[config.mk]
export PLATFORM = sky130hd
export DESIGN_NAME = cache_unit_config_chain_access
export DESIGN_NICKNAME = d
export VERILOG_FILES = /design/src/rtl/cfg_chain_pkg.sv /design/src/rtl/chain_stage_if.sv /design/src/rtl/cache_unit_config_chain_access.sv /design/src/rtl/chain_stage.sv
export VERILOG_INCLUDE_DIRS = /design/src /design/src/rtl
export SDC_FILE = /design/constraint.sdc
export NUM_CORES = 1
export LEC_CHECK = 0
export ABC_AREA = 1
export BUFFER_PORTS_ARGS = -buffer_cell sky130_fd_sc_hd__clkbuf_2
export CORE_AREA = 2 2 387 274
export CTS_CLUSTER_SIZE = 25
export DETAILED_ROUTE_END_ITERATION = 6
export DIE_AREA = 0 0 389 276
export GPL_ROUTABILITY_DRIVEN = 0
export GPL_TIMING_DRIVEN = 0
export PLACE_DENSITY_LB_ADDON = 0.1
export SYNTH_ARGS = -nofsm -noshare
export SYNTH_HDL_FRONTEND = slang
export SYNTH_SLANG_ARGS = --single-unit
[constraint.sdc]
create_clock -name clk_i -period 1.8 [get_ports clk_i]
set_input_delay 0.09 -clock clk_i [delete_from_list [all_inputs] [get_ports clk_i]]
set_output_delay 0.09 -clock clk_i [all_outputs]
set_load 0.02 [all_outputs]
[src/rtl/cfg_chain_regs.svh]
// constants for the cache-unit configuration and error chains
// assumes inclusion by bare name from rtl files
`ifndef CFG_CHAIN_REGS_SVH
`define CFG_CHAIN_REGS_SVH

// ===========================================================================
// chain geometry
`define ONCE_CHAIN_LEN      367
`define ONCE_CHAIN_USED     304
`define MANY_CHAIN_LEN      36
`define ERR_CHAIN_LEN       60
`define CHUNK_BITS          6
`define ERR_CHUNKS          10

// ===========================================================================
// register indices and fields
`define IDX_CHAIN_DATA      1'h0
`define IDX_SHIFT_TRIGGER   1'h1
`define DATA_FIELD_MSB      5
`define TRIG_BIT            0

`endif

[src/rtl/cfg_chain_pkg.sv]
// types shared by the chain access block
// assumes cfg_chain_regs.svh for the numeric constants
package cfg_chain_pkg;

  // ===========================================================================
  // reset-time load sequencer states
  typedef enum logic [1:0] {
    LOAD_WAIT_BUILT_IN_SELF_TEST = 2'b00,
    LOAD_SHIFT     = 2'b01,
    LOAD_DONE      = 2'b10
  } load_state_t;

endpackage : cfg_chain_pkg

[src/rtl/chain_stage_if.sv]
// carrier between the top block and the staging register
// assumes one clock domain
`timescale 1ns/1ps
interface chain_stage_if;
  logic       load;   // capture six bits
  logic [5:0] wdata;  // bits to capture
  logic       shift;  // push staged bits into chain
  logic [5:0] staged; // staged value, registered
  modport owner (output load, output wdata, output shift, input staged);
  modport stage (input load, input wdata, input shift, output staged);
endinterface : chain_stage_if

[src/rtl/cache_unit_config_chain_access.sv]
// configuration and error chain access for the cache / system interface unit
// assumes privileged register accesses arrive as one-cycle strobes on clk_i,
// with retire signalled later by a separate one-cycle pulse
`timescale 1ns/1ps
`include "cfg_chain_regs.svh"
module cache_unit_config_chain_access
  import cfg_chain_pkg::*;
(
  input  wire logic        clk_i,
  input  wire logic        rst_n_i,
  // reset-time serial load
  input  wire logic        built_in_self_test_done_i,
  input  wire logic        rom_bit_i,
  output logic             rom_req_o,
  output logic             once_loaded_o,
  output logic [303:0]     once_cfg_o,
  // privileged register port
  input  wire logic        reg_wr_i,
  input  wire logic        reg_rd_i,
  input  wire logic        reg_idx_i,
  input  wire logic [63:0] reg_wdata_i,
  input  wire logic        wr_retire_i,
  output logic [63:0]      reg_rdata_o,
  // chain contents and error capture
  output logic [35:0]      many_cfg_o,
  input  wire logic        err_load_i,
  input  wire logic [59:0] err_word_i
);

  // ===========================================================================
  // storage
  logic [`ONCE_CHAIN_LEN-1:0] once_q;
  logic [`MANY_CHAIN_LEN-1:0] many_q;
  // all three chains are plain shift registers; none is deep enough for a ram
  // and the used bits of the once and many chains must be visible in parallel to the unit behind them
  logic [`ERR_CHAIN_LEN-1:0]  err_q;
  logic [5:0]                 data_rd_q;
  logic [8:0]                 cnt_q;
  load_state_t                state_q;
  load_state_t                state_d;
  logic                       retire_pend_q;

  chain_stage_if st ();

  chain_stage chain_stage_i (
    .clk_i   (clk_i),
    .rst_n_i (rst_n_i),
    .st      (st)
  );

  // ===========================================================================
  // register decode
  wire wr_data = reg_wr_i && (reg_idx_i == `IDX_CHAIN_DATA);
  wire wr_trig = reg_wr_i && (reg_idx_i == `IDX_SHIFT_TRIGGER)
                 && reg_wdata_i[`TRIG_BIT];
  wire rd_data = reg_rd_i && (reg_idx_i == `IDX_CHAIN_DATA);
  wire shifting = (state_q == LOAD_SHIFT);
  wire last_bit = shifting && (cnt_q == 9'(`ONCE_CHAIN_LEN - 1));
  // retire only counts once a write has been staged
  wire do_retire = wr_retire_i && retire_pend_q;

  assign st.load  = wr_data;
  assign st.wdata = reg_wdata_i[`DATA_FIELD_MSB:0];
  assign st.shift = do_retire;

  // ===========================================================================
  // reset-time load sequencer
  always_comb begin
    state_d = state_q;
    case (state_q)
      LOAD_WAIT_BUILT_IN_SELF_TEST: if (built_in_self_test_done_i) state_d = LOAD_SHIFT;
      LOAD_SHIFT:     if (last_bit) state_d = LOAD_DONE;
      LOAD_DONE:      state_d = LOAD_DONE;
      default:        state_d = LOAD_WAIT_BUILT_IN_SELF_TEST;
    endcase
  end

  always_ff @(posedge clk_i or negedge rst_n_i) begin
    if (!rst_n_i) begin
      state_q <= LOAD_WAIT_BUILT_IN_SELF_TEST;
      cnt_q   <= 9'h000;
    end else begin
      state_q <= state_d;
      if (shifting) cnt_q <= cnt_q + 9'h001;
    end
  end

  // new bits enter at bit 0 and climb, so the msb sent first ends on top;
  // the surplus head of the image lands above the used field
  always_ff @(posedge clk_i or negedge rst_n_i) begin
    if (!rst_n_i) begin
      once_q <= '0;
    end else if (shifting) begin
      once_q <= {once_q[`ONCE_CHAIN_LEN-2:0], rom_bit_i};
    end
  end

  // ===========================================================================
  // write-many chain: six bits per retired data write
  always_ff @(posedge clk_i or negedge rst_n_i) begin
    if (!rst_n_i) begin
      many_q        <= '0;
      retire_pend_q <= 1'b0;
    end else begin
      if (do_retire) begin
        many_q <= {st.staged, many_q[`MANY_CHAIN_LEN-1:`CHUNK_BITS]};
      end
      // a new write re-arms even in its own retire cycle
      if (wr_data) retire_pend_q <= 1'b1;
      else if (do_retire) retire_pend_q <= 1'b0;
    end
  end

  // ===========================================================================
  // error chain: capture, then drain six bits per trigger
  always_ff @(posedge clk_i or negedge rst_n_i) begin
    if (!rst_n_i) begin
      err_q     <= '0;
      data_rd_q <= 6'h00;
    end else begin
      if (err_load_i) begin
        err_q <= err_word_i;
      end else if (wr_trig) begin
        err_q <= {6'h00, err_q[`ERR_CHAIN_LEN-1:`CHUNK_BITS]};
      end
      if (wr_trig) data_rd_q <= err_q[`CHUNK_BITS-1:0];
    end
  end

  // ===========================================================================
  // outputs, all registered
  always_ff @(posedge clk_i or negedge rst_n_i) begin
    if (!rst_n_i) begin
      reg_rdata_o   <= 64'h0000000000000000;
      rom_req_o     <= 1'b0;
      once_loaded_o <= 1'b0;
      once_cfg_o    <= '0;
      many_cfg_o    <= '0;
    end else begin
      reg_rdata_o   <= rd_data ? {58'h0, data_rd_q} : 64'h0;
      rom_req_o     <= (state_d == LOAD_SHIFT);
      once_loaded_o <= (state_q == LOAD_DONE);
      once_cfg_o    <= once_q[`ONCE_CHAIN_USED-1:0];
      many_cfg_o    <= many_q;
    end
  end
endmodule : cache_unit_config_chain_access

[src/rtl/chain_stage.sv]
// six-bit parallel staging register for writes to the chain data window
// assumes write capture and retire come as separate pulses
`timescale 1ns/1ps
module chain_stage (
  input  wire logic     clk_i,
  input  wire logic     rst_n_i,
  chain_stage_if.stage  st
);
  logic [5:0] stage_q;

  // ===========================================================================
  // capture on issue; contents hold until the next write
  always_ff @(posedge clk_i or negedge rst_n_i) begin
    if (!rst_n_i) begin
      stage_q <= 6'h00;
    end else if (st.load) begin
      stage_q <= st.wdata;
    end
  end

  assign st.staged = stage_q;
endmodule : chain_stage

==> summary by stage, run 1 <==
Clock tree
The root cell of the clock tree is sky130_fd_sc_hd__clkbuf_16. The hold buffer count at cts is 86. The clock latency on the worst-skew pair is about 0.66 ns.

The total clock buffers created by CTS is between 80 and 90. The number of buffers between clock root and the deepest sink is 3. The number of setup buffers added after CTS is 0.

The number of sinks on the clock net is just under 800. The H-tree depth reported by CTS is 3. TritonCTS built the clock tree. Clock-pin slew was measured on the worst setup and hold paths at approximately 0.060 ns.

Detailed routing
Across all layers, the routed design uses 17100 vias. The post-route antenna net violation count is 0. Dividing the detail-routed via count by the number of cells gives between 3 and 4. After the first detailed-routing iteration, the DRC count stood at 864. In the routed design, unresolved DRC markers number 0. The average wire per standard cell is roughly 16 microns. The total iterations of the first detailed-routing run is 5.

Summed over all layers, the routed wires come to 68.5 mm.

Power
After layout, the design draws a total of between 30 and 40 mW. In this run the power density over the cells is around 1200 nW/um^2. The leakage power total is between 15 and 20 nW. VDD sags by at most around 0.6 mV.

Synth
The Yosys step of the flow raised 0 warnings. Summing the sequential cell areas from Yosys gives 75.3% of the chip area. After synthesis, the most frequently instantiated cells are 1034 x sky130_fd_sc_hd__nand2_1, 772 x sky130_fd_sc_hd__dfrtp_1, 84 x sky130_fd_sc_hd__buf_4. The most common cell in the synthesized netlist is sky130_fd_sc_hd__nand2_1. The top cell type by area accounts for between 70% and 80% of the synthesized area.

The count of flip-flops with a built-in enable after synthesis is 0. The cell area that synthesis handed to floorplanning was about 26000 sq um. In the synthesized netlist, the number of instances is roughly 2200. The post-synthesis cell type with the largest combined area is sky130_fd_sc_hd__dfrtp_1.

The count of unique library cells instantiated by Yosys is 26. The synthesized area per cell is around 12 sq um. After synthesis, the share of flip-flops with an asynchronous set or reset is between 90% and 100%.

The number of synthesized register bits is 772. In the post-synthesis netlist, the biggest area contributors are sky130_fd_sc_hd__dfrtp_1 75%, sky130_fd_sc_hd__nand2_1 15%, sky130_fd_sc_hd__buf_4 2.5%, sky130_fd_sc_hd__a21boi_0 1.1%, sky130_fd_sc_hd__o22ai_1 0.90%. The most used flip-flop cell after synthesis is sky130_fd_sc_hd__dfrtp_1.

GRT
The initial antenna violation count is 1. The global-route congestion overflow total is 0. The first global-routing pass estimated 109 mm of wire. The global-route total usage across every layer is between 10% and 20%. Entering global routing, the biggest net connects 109 pins. The number of global-route vias before repair is 17800.

Final layout
After the flow finishes, the layout carries non-filler instances totaling about 4300. The post-layout net count is between 3000 and 4000. The share of post-route cells with drive strength above 1 is 24.2%. The final core area utilization is 32.5%. The area growth from synthesis to layout is 31.2%.

Floorplan
The floorplan step defined a die boundary enclosing 107000 sq um. The initialized floorplan defines 99 standard-cell rows. The region available for standard cell placement spans slightly above 100000 sq um. For this configuration, the core starts out at a cell density of around a quarter. The die boundary height is 276 microns.

The count of boundary I/O pins is 539. The horizontal die dimension is a little under 400 microns.

Placed design
Detailed placement ended at an HPWL of between 40 and 50 mm. In this run the tool buffered the top-level ports with 422 buffer cells. Counting tap cells, the placed design contains a total of 4082 instances.

Critical path
The data arrival time of the worst path is 2.23 ns. For flop-to-flop paths, the worst setup slack is 0.25 ns. The reg-to-reg critical path endpoint is once_q[88]$_DFFE_PN0P_. Of all nets on the critical path, the largest fanout is 10.

The kind of end point of the critical path is a flip-flop. The number of cells on the worst reg-to-reg path is 7. The data required time at the worst endpoint is around 2.4 ns. The worst setup path is of the input pin to flip-flop kind. The critical register-to-register path startpoint is state_q[1]$_DFF_PN0_.

The nature of the critical path startpoint is an input pin.

Timing
The final period demand of the worst path is between 1.5 and 2 ns. Hold timing on the final database bottoms out at a slack of -0.550 ns. The clock skew after layout is ~0.027 ns. The share of the clock period used by the worst path after layout is 91.3%.

Setup violations remaining at the end of the flow were counted as 0. The total count of hold-check failures in the final report came to 210. The accumulated negative setup slack is 0 ns. The achievable frequency is around 600 MHz. The remaining max-slew budget at the tightest pin is just under 60%. The number of max-slew violations in the final report is 0. Setup repair after global routing left no endpoint under its margin. At the pin with the least slew margin, the transition time is 0.616 ns.

Status
The flow ran to the end, but the final reports show violations. The final reports fail on negative hold slack.

Job
The count of max-cap constraint violations is 0.

Worst hold path
The class of the tightest hold or removal check is input pin to async pin.
## worst max-delay path: stages
cell                            delay, ns
sky130_fd_sc_hd__dlygate4sd3_1       0.52
sky130_fd_sc_hd__clkbuf_2            0.16
sky130_fd_sc_hd__nand3_4             0.18
sky130_fd_sc_hd__inv_2               0.17
sky130_fd_sc_hd__buf_2               0.25
sky130_fd_sc_hd__nand3_1             0.12
sky130_fd_sc_hd__o211ai_1            0.13
sky130_fd_sc_hd__dlygate4sd3_1       0.59
## cell families after synthesis
family / after synthesis / synth area share [%]
other cells: 1 / 0.0146
mux: 5 / 0.219
fa+ha+maj: 2 / 0.0975
compound gates: 148 / 3.55
flops: 772 / 75.3
xor+xnor: 4 / 0.136
buf+inv: 211 / 4.66
simple gates: 1089 / 16.1
## final cells by class
type | instances | area [sq um]
fill | 10600 | 69900
timing repair buffer | 516 | 3200
clock buffer | 111 | 2360
buffer | 157 | 995
tap | 1363 | 1710
sequential | 772 | 19300
clock inverter | 37 | 513
inverter | 54 | 203
antenna | 2 | 5.00
multi-input combinational | 1306 | 5380
## placed cells by master, fill, tap and decap left out, types with 2 or more instances in the layout
| cell type | netlist | layout |
|---|---|---|
| sky130_fd_sc_hd__clkinv_2 | 0 | 17 |
| sky130_fd_sc_hd__nand3_1 | 13 | 13 |
| sky130_fd_sc_hd__o22ai_1 | 37 | 37 |
| sky130_fd_sc_hd__buf_4 | 84 | 84 |
| sky130_fd_sc_hd__conb_1 | 1 | 58 |
| sky130_fd_sc_hd__xor2_1 | 3 | 3 |
| sky130_fd_sc_hd__inv_2 | 5 | 5 |
| sky130_fd_sc_hd__o21ai_0 | 39 | 39 |
| sky130_fd_sc_hd__ha_1 | 2 | 2 |
| sky130_fd_sc_hd__nor3_1 | 2 | 2 |
| sky130_fd_sc_hd__clkbuf_2 | 0 | 421 |
| sky130_fd_sc_hd__mux2_2 | 5 | 5 |
| sky130_fd_sc_hd__bufinv_16 | 0 | 9 |
| sky130_fd_sc_hd__clkbuf_16 | 0 | 82 |
| sky130_fd_sc_hd__buf_2 | 42 | 42 |
| sky130_fd_sc_hd__a21boi_0 | 37 | 37 |
| sky130_fd_sc_hd__o211ai_1 | 13 | 13 |
| sky130_fd_sc_hd__buf_6 | 5 | 5 |
| sky130_fd_sc_hd__clkbuf_1 | 24 | 33 |
| sky130_fd_sc_hd__buf_1 | 2 | 2 |
| sky130_fd_sc_hd__nand2_1 | 1034 | 1034 |
| sky130_fd_sc_hd__clkinvlp_4 | 0 | 4 |
| sky130_fd_sc_hd__dlygate4sd3_1 | 0 | 86 |
| sky130_fd_sc_hd__inv_16 | 0 | 4 |
| sky130_fd_sc_hd__inv_1 | 49 | 49 |
| sky130_fd_sc_hd__diode_2 | 0 | 2 |
| sky130_fd_sc_hd__clkbuf_8 | 0 | 21 |
| sky130_fd_sc_hd__buf_16 | 0 | 8 |
| sky130_fd_sc_hd__nor2_1 | 35 | 35 |
| sky130_fd_sc_hd__dfrtp_1 | 772 | 772 |
| sky130_fd_sc_hd__a21oi_1 | 22 | 22 |
## power breakdown
| group | switching (mW) | internal (mW) | leakage [nW] |
|---|---|---|---|
| Sequential | 0.459 | 18.2 | 10.3 |
| Clock | 7.32 | 10.6 | 1.42 |
| Combinational | 1.66 | 0.919 | 6.62 |
| Total | 9.43 | 29.7 | 18.3 |
## worst max path at each step
| stage | depth (start not counted) | to | slack (ns) | from |
|---|---|---|---|---|
| 3_5_place_dp | 5 | once_q[123]$_DFFE_PN0P_ | -0.32 | rst_n_i |
| 6_report | 8 | err_q[5]$_DFFE_PN0P_ | 0.16 | reg_wdata_i[0] |
| 2_1_floorplan | 5 | once_q[282]$_DFFE_PN0P_ | 0.65 | state_q[0]$_DFF_PN0_ |
| 4_1_cts | 8 | err_q[5]$_DFFE_PN0P_ | 0.04 | reg_wdata_i[0] |
| 3_3_place_gp | 1 | once_q[122]$_DFFE_PN0P_ | -18.08 | rst_n_i |
| 5_1_grt | 7 | once_q[69]$_DFFE_PN0P_ | 0.03 | state_q[1]$_DFF_PN0_ |
## flip-flops by register name, indices dropped and copies added, names as in the netlist, 2 cells and up
| register | count |
|---|---|
| chain_stage_i.st.staged | 6 |
| cnt_q | 9 |
| data_rd_q | 6 |
| err_q | 60 |
| many_cfg_o | 36 |
| many_q | 36 |
| once_cfg_o | 304 |
| once_q | 304 |
| reg_rdata_o | 6 |
| state_q | 2 |
## layer usage
metal / track usage (%) / share of wire (%) / wire length (microns)
met4: 3.30 / 2.0 / 1380
met5: 0 / 0 / 0
met2: 20.6 / 47 / 32200
met1: 17.8 / 46 / 31700
met3: 3.20 / 4.6 / 3150
## what timing repair did
item / 4_1_cts / 5_1_grt
endpoints found under the setup margin: 0 / 8
endpoints found under the hold margin: 288 / 208
resized for setup: 0 / 2
## stage by stage
| stage | setup slack [ns] | instance area [sq um] |
|---|---|---|
| final | 0.157 | 33700 |
| after global placement | -18.08 | 29700 |
| after floorplan | 0.650 | 25900 |
| after global routing | 0.0262 | 33700 |
| after CTS | 0.0410 | 33700 |
| after detailed placement | -0.319 | 29900 |
Power figures use the tool's default switching activity.
==> run 2, diff against run 1 <==
--- a/config.mk
+++ b/config.mk
@@ -8,10 +8,10 @@
 export LEC_CHECK = 0
 export ABC_AREA = 1
 export BUFFER_PORTS_ARGS = -buffer_cell sky130_fd_sc_hd__clkbuf_2
-export CORE_AREA = 2 2 387 274
+export CORE_AREA = 2 2 341 310
 export CTS_CLUSTER_SIZE = 25
 export DETAILED_ROUTE_END_ITERATION = 6
-export DIE_AREA = 0 0 389 276
+export DIE_AREA = 0 0 343 312
 export GPL_ROUTABILITY_DRIVEN = 0
 export GPL_TIMING_DRIVEN = 0
 export PLACE_DENSITY_LB_ADDON = 0.1
==> run 2 against run 1 <==
  * The flow still finishes with violations (negative hold slack)
  * Maximum frequency shrank 0.24%
  * Clock-buffer cell count is 21 higher
  * Sequential cell count unchanged
  * Routed wire length decreased by 0.17%
  * Non-clock buffer count down 3
  * Via count is essentially flat
  * Combinational power is essentially flat
  * Largest power group unchanged
  * Highest routed layer is now met5
==> summary by stage, run 2 (synthesis results as in run 1) <==
Clock tree
Clock-pin slew was measured on the worst setup and hold paths at around 0.060 ns. Clock tree synthesis inserted a total of 87 buffers. Buffers inserted to repair hold after CTS numbered between 80 and 90.

The clock latency on the worst-skew pair is between 0.6 and 0.7 ns. In this run the clock root is driven by a sky130_fd_sc_hd__clkbuf_16. The clock tree from TritonCTS is yes. The number of sinks on the clock net is slightly below 800. The clock tree synthesis step divided the H-tree into 3 levels. The number of buffers between clock root and the deepest sink is 3.

Job
Max-cap violations in this run came to 0.

GRT
The initial antenna violation count is 8. The maximum number of pins on one net before global-route repair is 110. The wire length of the first global-routing pass is about 110 mm. The global-route total usage across every layer is between 10% and 20%. The number of global-route vias before repair is 17300.

The global-route congestion overflow total is 0.

Floorplan
The area enclosed by the die boundary is approximately 110000 sq um. around 540 I/O pins were placed. The floorplan has ~110 rows. The region available for standard cell placement spans 103000 sq um. The starting density of the core is between 20% and 30%. The die boundary height is roughly 310 microns.

The die is about 340 microns wide.

Timing
The number of max-slew violations in the final report came to 0. Setup total negative slack on the finished layout was measured at 0 ns. Headroom to the max-slew limit came out at around 60%. The final period demand of the worst path is 1.65 ns. The clock skew after layout is 0.0185 ns. The count of final setup violators is 0. After layout, the worst path uses around 90% of the clock period. The final critical-path setup slack is between 0.15 and 0.2 ns. The total count of hold-check failures in the final report is 351. Timing would allow up to between 600 and 700 MHz. Setup repair after global routing left no endpoint under its margin. The worst slack on hold paths is -0.621 ns.

The slew of the pin with the lowest slew margin is 0.597 ns.

Detailed routing
The total iterations of the first detailed-routing run is 5. Across all layers, the routed design uses ~17000 vias. The final routed wirelength across all metal layers is 68.3 mm.

Dividing the detail-routed via count by the number of cells gives ~3.9. In the final routed layout, each cell accounts on average for roughly 16 microns. After the first detailed-routing iteration, the DRC count stood at ~1100. The post-route antenna net violation count is 0. The number of DRC violations after detailed routing is 0.

Worst hold path
The path class of the tightest hold or removal check is input pin to async pin.

Power
The worst-case IR drop observed on VDD is approximately 0.55 mV. Dividing total power by cell area gives a power density of roughly 1200 nW/um^2. Summed over all cells, the static leakage comes to about 18 nW.

The overall power is a little under 40 mW.

Final layout
The post-route cell area is 33800 sq um. The share of post-route cells with drive strength above 1 is between 20 and 25%. The largest registers in the layout are once_cfg_o: 304 flops, once_q: 304 flops, err_q: 60 flops.

The synthesis-to-finish area growth is 31.7%. The final core area utilization is 32.8%. Leaving out fill and tap cells, the most frequent cell in the layout is sky130_fd_sc_hd__nand2_1. The number of standard cells in the layout, taps in and fillers out is roughly 4300. The library cells used most frequently in the layout, excluding fill and tap cells, are 1034 x sky130_fd_sc_hd__nand2_1, 772 x sky130_fd_sc_hd__dfrtp_1, 421 x sky130_fd_sc_hd__clkbuf_2. The number of filler cells placed in the layout is about 11000. The post-layout net count is approximately 3000.

Placed design
The number of placed instances with taps included is 4087. The worst setup slack before clock tree synthesis is -0.699 ns. The estimated wirelength of the detail-placed design is approximately 47 mm. The number of buffers added on ports is 422. The instance area at placement is roughly 30000 sq um.

Critical path
At the worst endpoint, the arrival time is about 2.2 ns. In this run the critical register-to-register path is launched from state_q[0]$_DFF_PN0_. STA classifies the critical path startpoint as an input pin.

The highest fanout seen on the critical path is 10. For the worst setup path, the data required time is ~2.3 ns. The setup path with the least slack is of type input pin to flip-flop.

The launching element of the worst setup path is reg_wdata_i[0]. In this run the register-to-register setup slack is about 0.17 ns. The kind of end point of the critical path is a flip-flop.

Status
The flow ran to the end, but the final reports show violations. The final reports fail on negative hold slack.
==> run 2: layout make-up <==
type | count | area (sq um) | area share (%)
Sequential cell | 772 | 19300 | 57.2
Multi-Input combinational cell | 1306 | 5380 | 15.9
Timing Repair Buffer | 513 | 3190 | 9.45
Clock buffer | 132 | 2690 | 7.97
Tap cell | 1368 | 1710 | 5.06
Buffer | 157 | 995 | 2.94
Clock inverter | 28 | 302 | 0.892
Inverter | 54 | 204 | 0.603
Antenna cell | 2 | 5.00 | 0.0148
==> run 2: power by group <==
part	total, mW	switching, mW	internal [mW]
Combinational	2.55	1.63	0.920
Clock	18.2	7.20	11.0
Sequential	18.7	0.463	18.2
==> run 2: what timing repair did <==
item / 4_1_cts / 5_1_grt
setup endpoints to repair: 0 / 108
buffers inserted: 0 / 0
gates resized for setup: 0 / 4
hold endpoints to repair: 159 / 304
==> run 2: worst paths after layout <==
kind | cells past startpoint | end
min | 1 | many_q[5]$_DFFE_PN0P_
max | 9 | err_q[11]$_DFFE_PN0P_
min reg2reg | 0 | many_cfg_o[1]$_DFF_PN0_
min in group clk_i | 5 | err_q[15]$_DFFE_PN0P_
max reg2reg | 6 | once_q[62]$_DFFE_PN0P_
max in group asynchronous | 5 | once_cfg_o[99]$_DFF_PN0_
==> run 2: worst max-delay path: stages <==
cell and delay [ns]:
sky130_fd_sc_hd__dlygate4sd3_1 0.58, sky130_fd_sc_hd__clkbuf_2 0.16, sky130_fd_sc_hd__nand3_4 0.18, sky130_fd_sc_hd__nand2_2 0.23
sky130_fd_sc_hd__inv_2 0.07, sky130_fd_sc_hd__buf_6 0.15, sky130_fd_sc_hd__nand2_1 0.06, sky130_fd_sc_hd__o211ai_1 0.08
sky130_fd_sc_hd__dlygate4sd3_1 0.56
==> run 2: per-layer routing <==
metal	track usage [%]	vias up	part of all wire (%)
met1	17.1	8392	45
li1	-	8156	-
met3	3.32	115	5.3
met4	3.82	10	2.4
met2	20.2	395	47
met5	0	-	0.086
==> run 3, diff against run 2 <==
==> constraint.sdc (replaced) <==
create_clock -name clk_i -period 1.5 [get_ports clk_i]
set_input_delay 0.3 -clock clk_i [delete_from_list [all_inputs] [get_ports clk_i]]
set_output_delay 0.3 -clock clk_i [all_outputs]
set_load 0.02 [all_outputs]
==> run 3 against run 2 <==
  * The run ends with negative hold slack, negative setup slack left
  * Worst hold slack better by 0.22 ns
  * Critical endpoint is now once_cfg_o[264]
  * Clock power up 20%
  * Clock-buffer cell count stayed put
  * Worst setup slack got worse by 0.24 ns
  * Utilization is 2.6 points higher
==> summary by stage, run 3 (synthesis results as in run 1) <==
Critical path
For the worst setup path, the data required time is roughly 1.2 ns. STA classifies the critical path startpoint as a flip-flop. The number of buffers and inverters on the critical path is 1. The family with the most delay on the worst path is flip-flops.

The type of the worst setup path is flip-flop to output pin. The highest fanout seen on the critical path is 1. The data arrival time of the worst path is around 1.3 ns.

In this design, the stage delay of the slowest critical-path cell is 0.48 ns. The signal on the critical path passes through buf_8. The kind of end point of the critical path is an output pin. On the critical path, the stage with the largest delay is an instance of sky130_fd_sc_hd__dfrtp_2.

Placed design
In this run, placement finished with an instance count of a little over 4000. The worst setup slack before clock tree synthesis is -1.21 ns. After detailed placement, the total cell area comes to between 20000 and 30000 sq um. Once detailed placement completed, the half-perimeter wirelength came to between 40 and 50 mm. The number of buffers added on ports is 422.

Floorplan
In this run the core area contains 112 standard-cell rows. The core outline area is slightly above 100000 sq um. The area enclosed by the die boundary is around 110000 sq um. The starting density of the core is ~25%. The horizontal die dimension is ~340 microns. The count of boundary I/O pins is roughly 540. In this run the vertical extent of the chip is between 300 and 400 microns.

Timing
The total count of hold-check failures in the final report is between 90 and 100. The share of the clock period used by the worst path after layout is 106%. The clock arrives with 0.0199 ns of skew.

The worst pin sits at a relative slew slack of 61.2%. The accumulated negative setup slack is -0.116 ns. Setup repair after global routing could not meet its margin everywhere.

The count of final setup violators is 5. The number of max-slew violations in the final report is 0. Hold timing on the final database bottoms out at a slack of -0.404 ns. The worst path in the final design needs a cycle of between 1.5 and 2 ns, including I/O delays and setup. After layout, the worst setup slack is -0.0838 ns. Derived from the worst setup path, the maximum achievable clock frequency is ~630 MHz. The slew of the pin with the lowest slew margin is approximately 0.58 ns.

Clock tree
TritonCTS built the clock tree. The longest clock path from root to sink contains 3 buffers. The root cell of the clock tree is sky130_fd_sc_hd__clkbuf_16. At the later pin of the worst-skew pair, clock insertion delay measures 0.64 ns. The number of sinks on the clock net is a little under 800. Hold repair after CTS inserted 70 buffers. Post-CTS timing repair inserted 0 buffers for setup. The CTS clock-pin slew for the worst setup and hold paths is 0.06 ns. TritonCTS created between 80 and 90 clock buffers. The H-tree depth reported by CTS is 3.

GRT
The wire length of the first global-routing pass is roughly 110 mm. Entering global routing, the biggest net connects between 100 and 150 pins. The initial antenna violation count is 8.

The global-route congestion overflow total is 0. Global routing consumed, over all layers together, roughly 13% of the routing resources. The number of global-route vias before repair came to 17400.

Detailed routing
The post-route antenna net violation count is 0. The detailed router's first-iteration violation count is just over 1000. Detailed routing inserted a total of 17000 vias. The final routed wirelength across all metal layers is 68.8 mm. The detailed-route vias per instance is ~3.9.

The total iterations of the first detailed-routing run is 5. The average wire per standard cell is between 15 and 20 microns. After detailed routing, the number of remaining DRC violations is 0.

Power
In this run the power density over the cells is around 1300 nW/um^2. Of the total power, registers draw a little under half. The switching power of the nets is 11.2 mW. Of the total power, the share spent switching nets is 23.5%. After layout, the design draws a total of about 48 mW. VDD sags by at most 0.657 mV. The proportion of power drawn by the clock network is between 40% and 50%. Internal power comes to about 37 mW. The share of total power in combinational logic is 7.3%. The leakage power total is around 19 nW.

Status
The checks that failed: negative hold slack, negative setup slack. The run finished, with violations left.

Worst hold path
The min-delay analysis places its worst path in the category input pin to async pin.

Job
Across the run, the number of max-cap violations was 0.

Final layout
The largest registers in the layout are once_cfg_o: 304 flops, once_q: 304 flops, err_q: 60 flops. Leaving out fill and tap cells, the most frequent cell in the layout is sky130_fd_sc_hd__nand2_1. Measured on the finished design, the core utilization comes to a little over a third. Summing all flip-flop and latch instances after layout gives 19300 sq um. Leaving out fill and tap cells, the most frequent cells in the layout are 1034 x sky130_fd_sc_hd__nand2_1, 770 x sky130_fd_sc_hd__dfrtp_1, 215 x sky130_fd_sc_hd__buf_6. The share of post-route cells with drive strength above 1 is between 20% and 30%. The post-route cell area is 36500 sq um. The layout has just over 10000 filler cells.

After the last flow step, the layout net total stands at slightly above 3000. The footprint of the multi-input gates is between 5000 and 6000 sq um. The synthesis-to-finish area growth is 42.2%. The number of standard cells in the layout, taps in and fillers out is between 4000 and 5000.
==> run 3: cell types whose count changed in the layout (fill, tap and decap cells not counted), moves of 9 or more <==
cell,change
sky130_fd_sc_hd__clkbuf_8,+30
sky130_fd_sc_hd__buf_8,+110
sky130_fd_sc_hd__buf_4,+9
sky130_fd_sc_hd__buf_6,+210
sky130_fd_sc_hd__buf_2,-14
sky130_fd_sc_hd__clkbuf_2,-346
sky130_fd_sc_hd__dlygate4sd3_1,-12
==> run 3: cell type report <==
class                   count  share of cell area, %
plain buffers             157                   2.99
well taps                1368                   4.69
repair buffers            503                   15.9
clock buffers             132                   7.37
diodes                      2                 0.0137
clock inverters            28                  0.826
multi-input cells        1306                   14.7
flip-flops and latches    772                   52.9
inverters                  54                  0.589
==> run 3: worst paths after layout <==
check | from | end | slack [ns] | cells past startpoint
setup / recovery | once_cfg_o[264]$_DFF_PN0_ | once_cfg_o[264] | -0.08 | 1
hold / removal | rst_n_i | many_q[5]$_DFFE_PN0P_ | -0.40 | 1
setup reg to reg | state_q[0]$_DFF_PN0_ | once_q[151]$_DFFE_PN0P_ | 0.12 | 6
hold reg to reg | many_q[1]$_DFFE_PN0P_ | many_cfg_o[1]$_DFF_PN0_ | 0.37 | 0
max in group asynchronous | rst_n_i | once_cfg_o[116]$_DFF_PN0_ | 0.25 | 5
min in group clk_i | reg_wr_i | chain_stage_i.st.staged[5]$_DFFE_PN0P_ | 0.10 | 4
==> run 3: what timing repair did <==
action                                 in CTS  in global routing
cloned                                      2                  1
pin swaps                                   0                  0
setup endpoints to repair                 747                619
endpoints found under the hold margin     196                 83
resized for setup                         311                743
==> run 3: layer usage <==
layer / wire, microns / share of wire [%] / track usage [%]
met3: 4020 / 5.8 / 3.52
met4: 1680 / 2.4 / 3.80
met2: 32600 / 47 / 20.4
met5: 59 / 0.086 / 0
met1: 30500 / 44 / 17.2
==> run 3: power groups by stage <==
stage / combinational [mW] / clock (mW) / sequential (mW)
global route: 3.92 / 23.7 / 22.6
finish: 3.50 / 21.9 / 22.5
global placement: 2.76 / 0 / 22.9
floorplan: 1.16 / 0 / 23.1
CTS: 3.18 / 22.8 / 22.5
detailed placement: 2.92 / 0 / 22.8
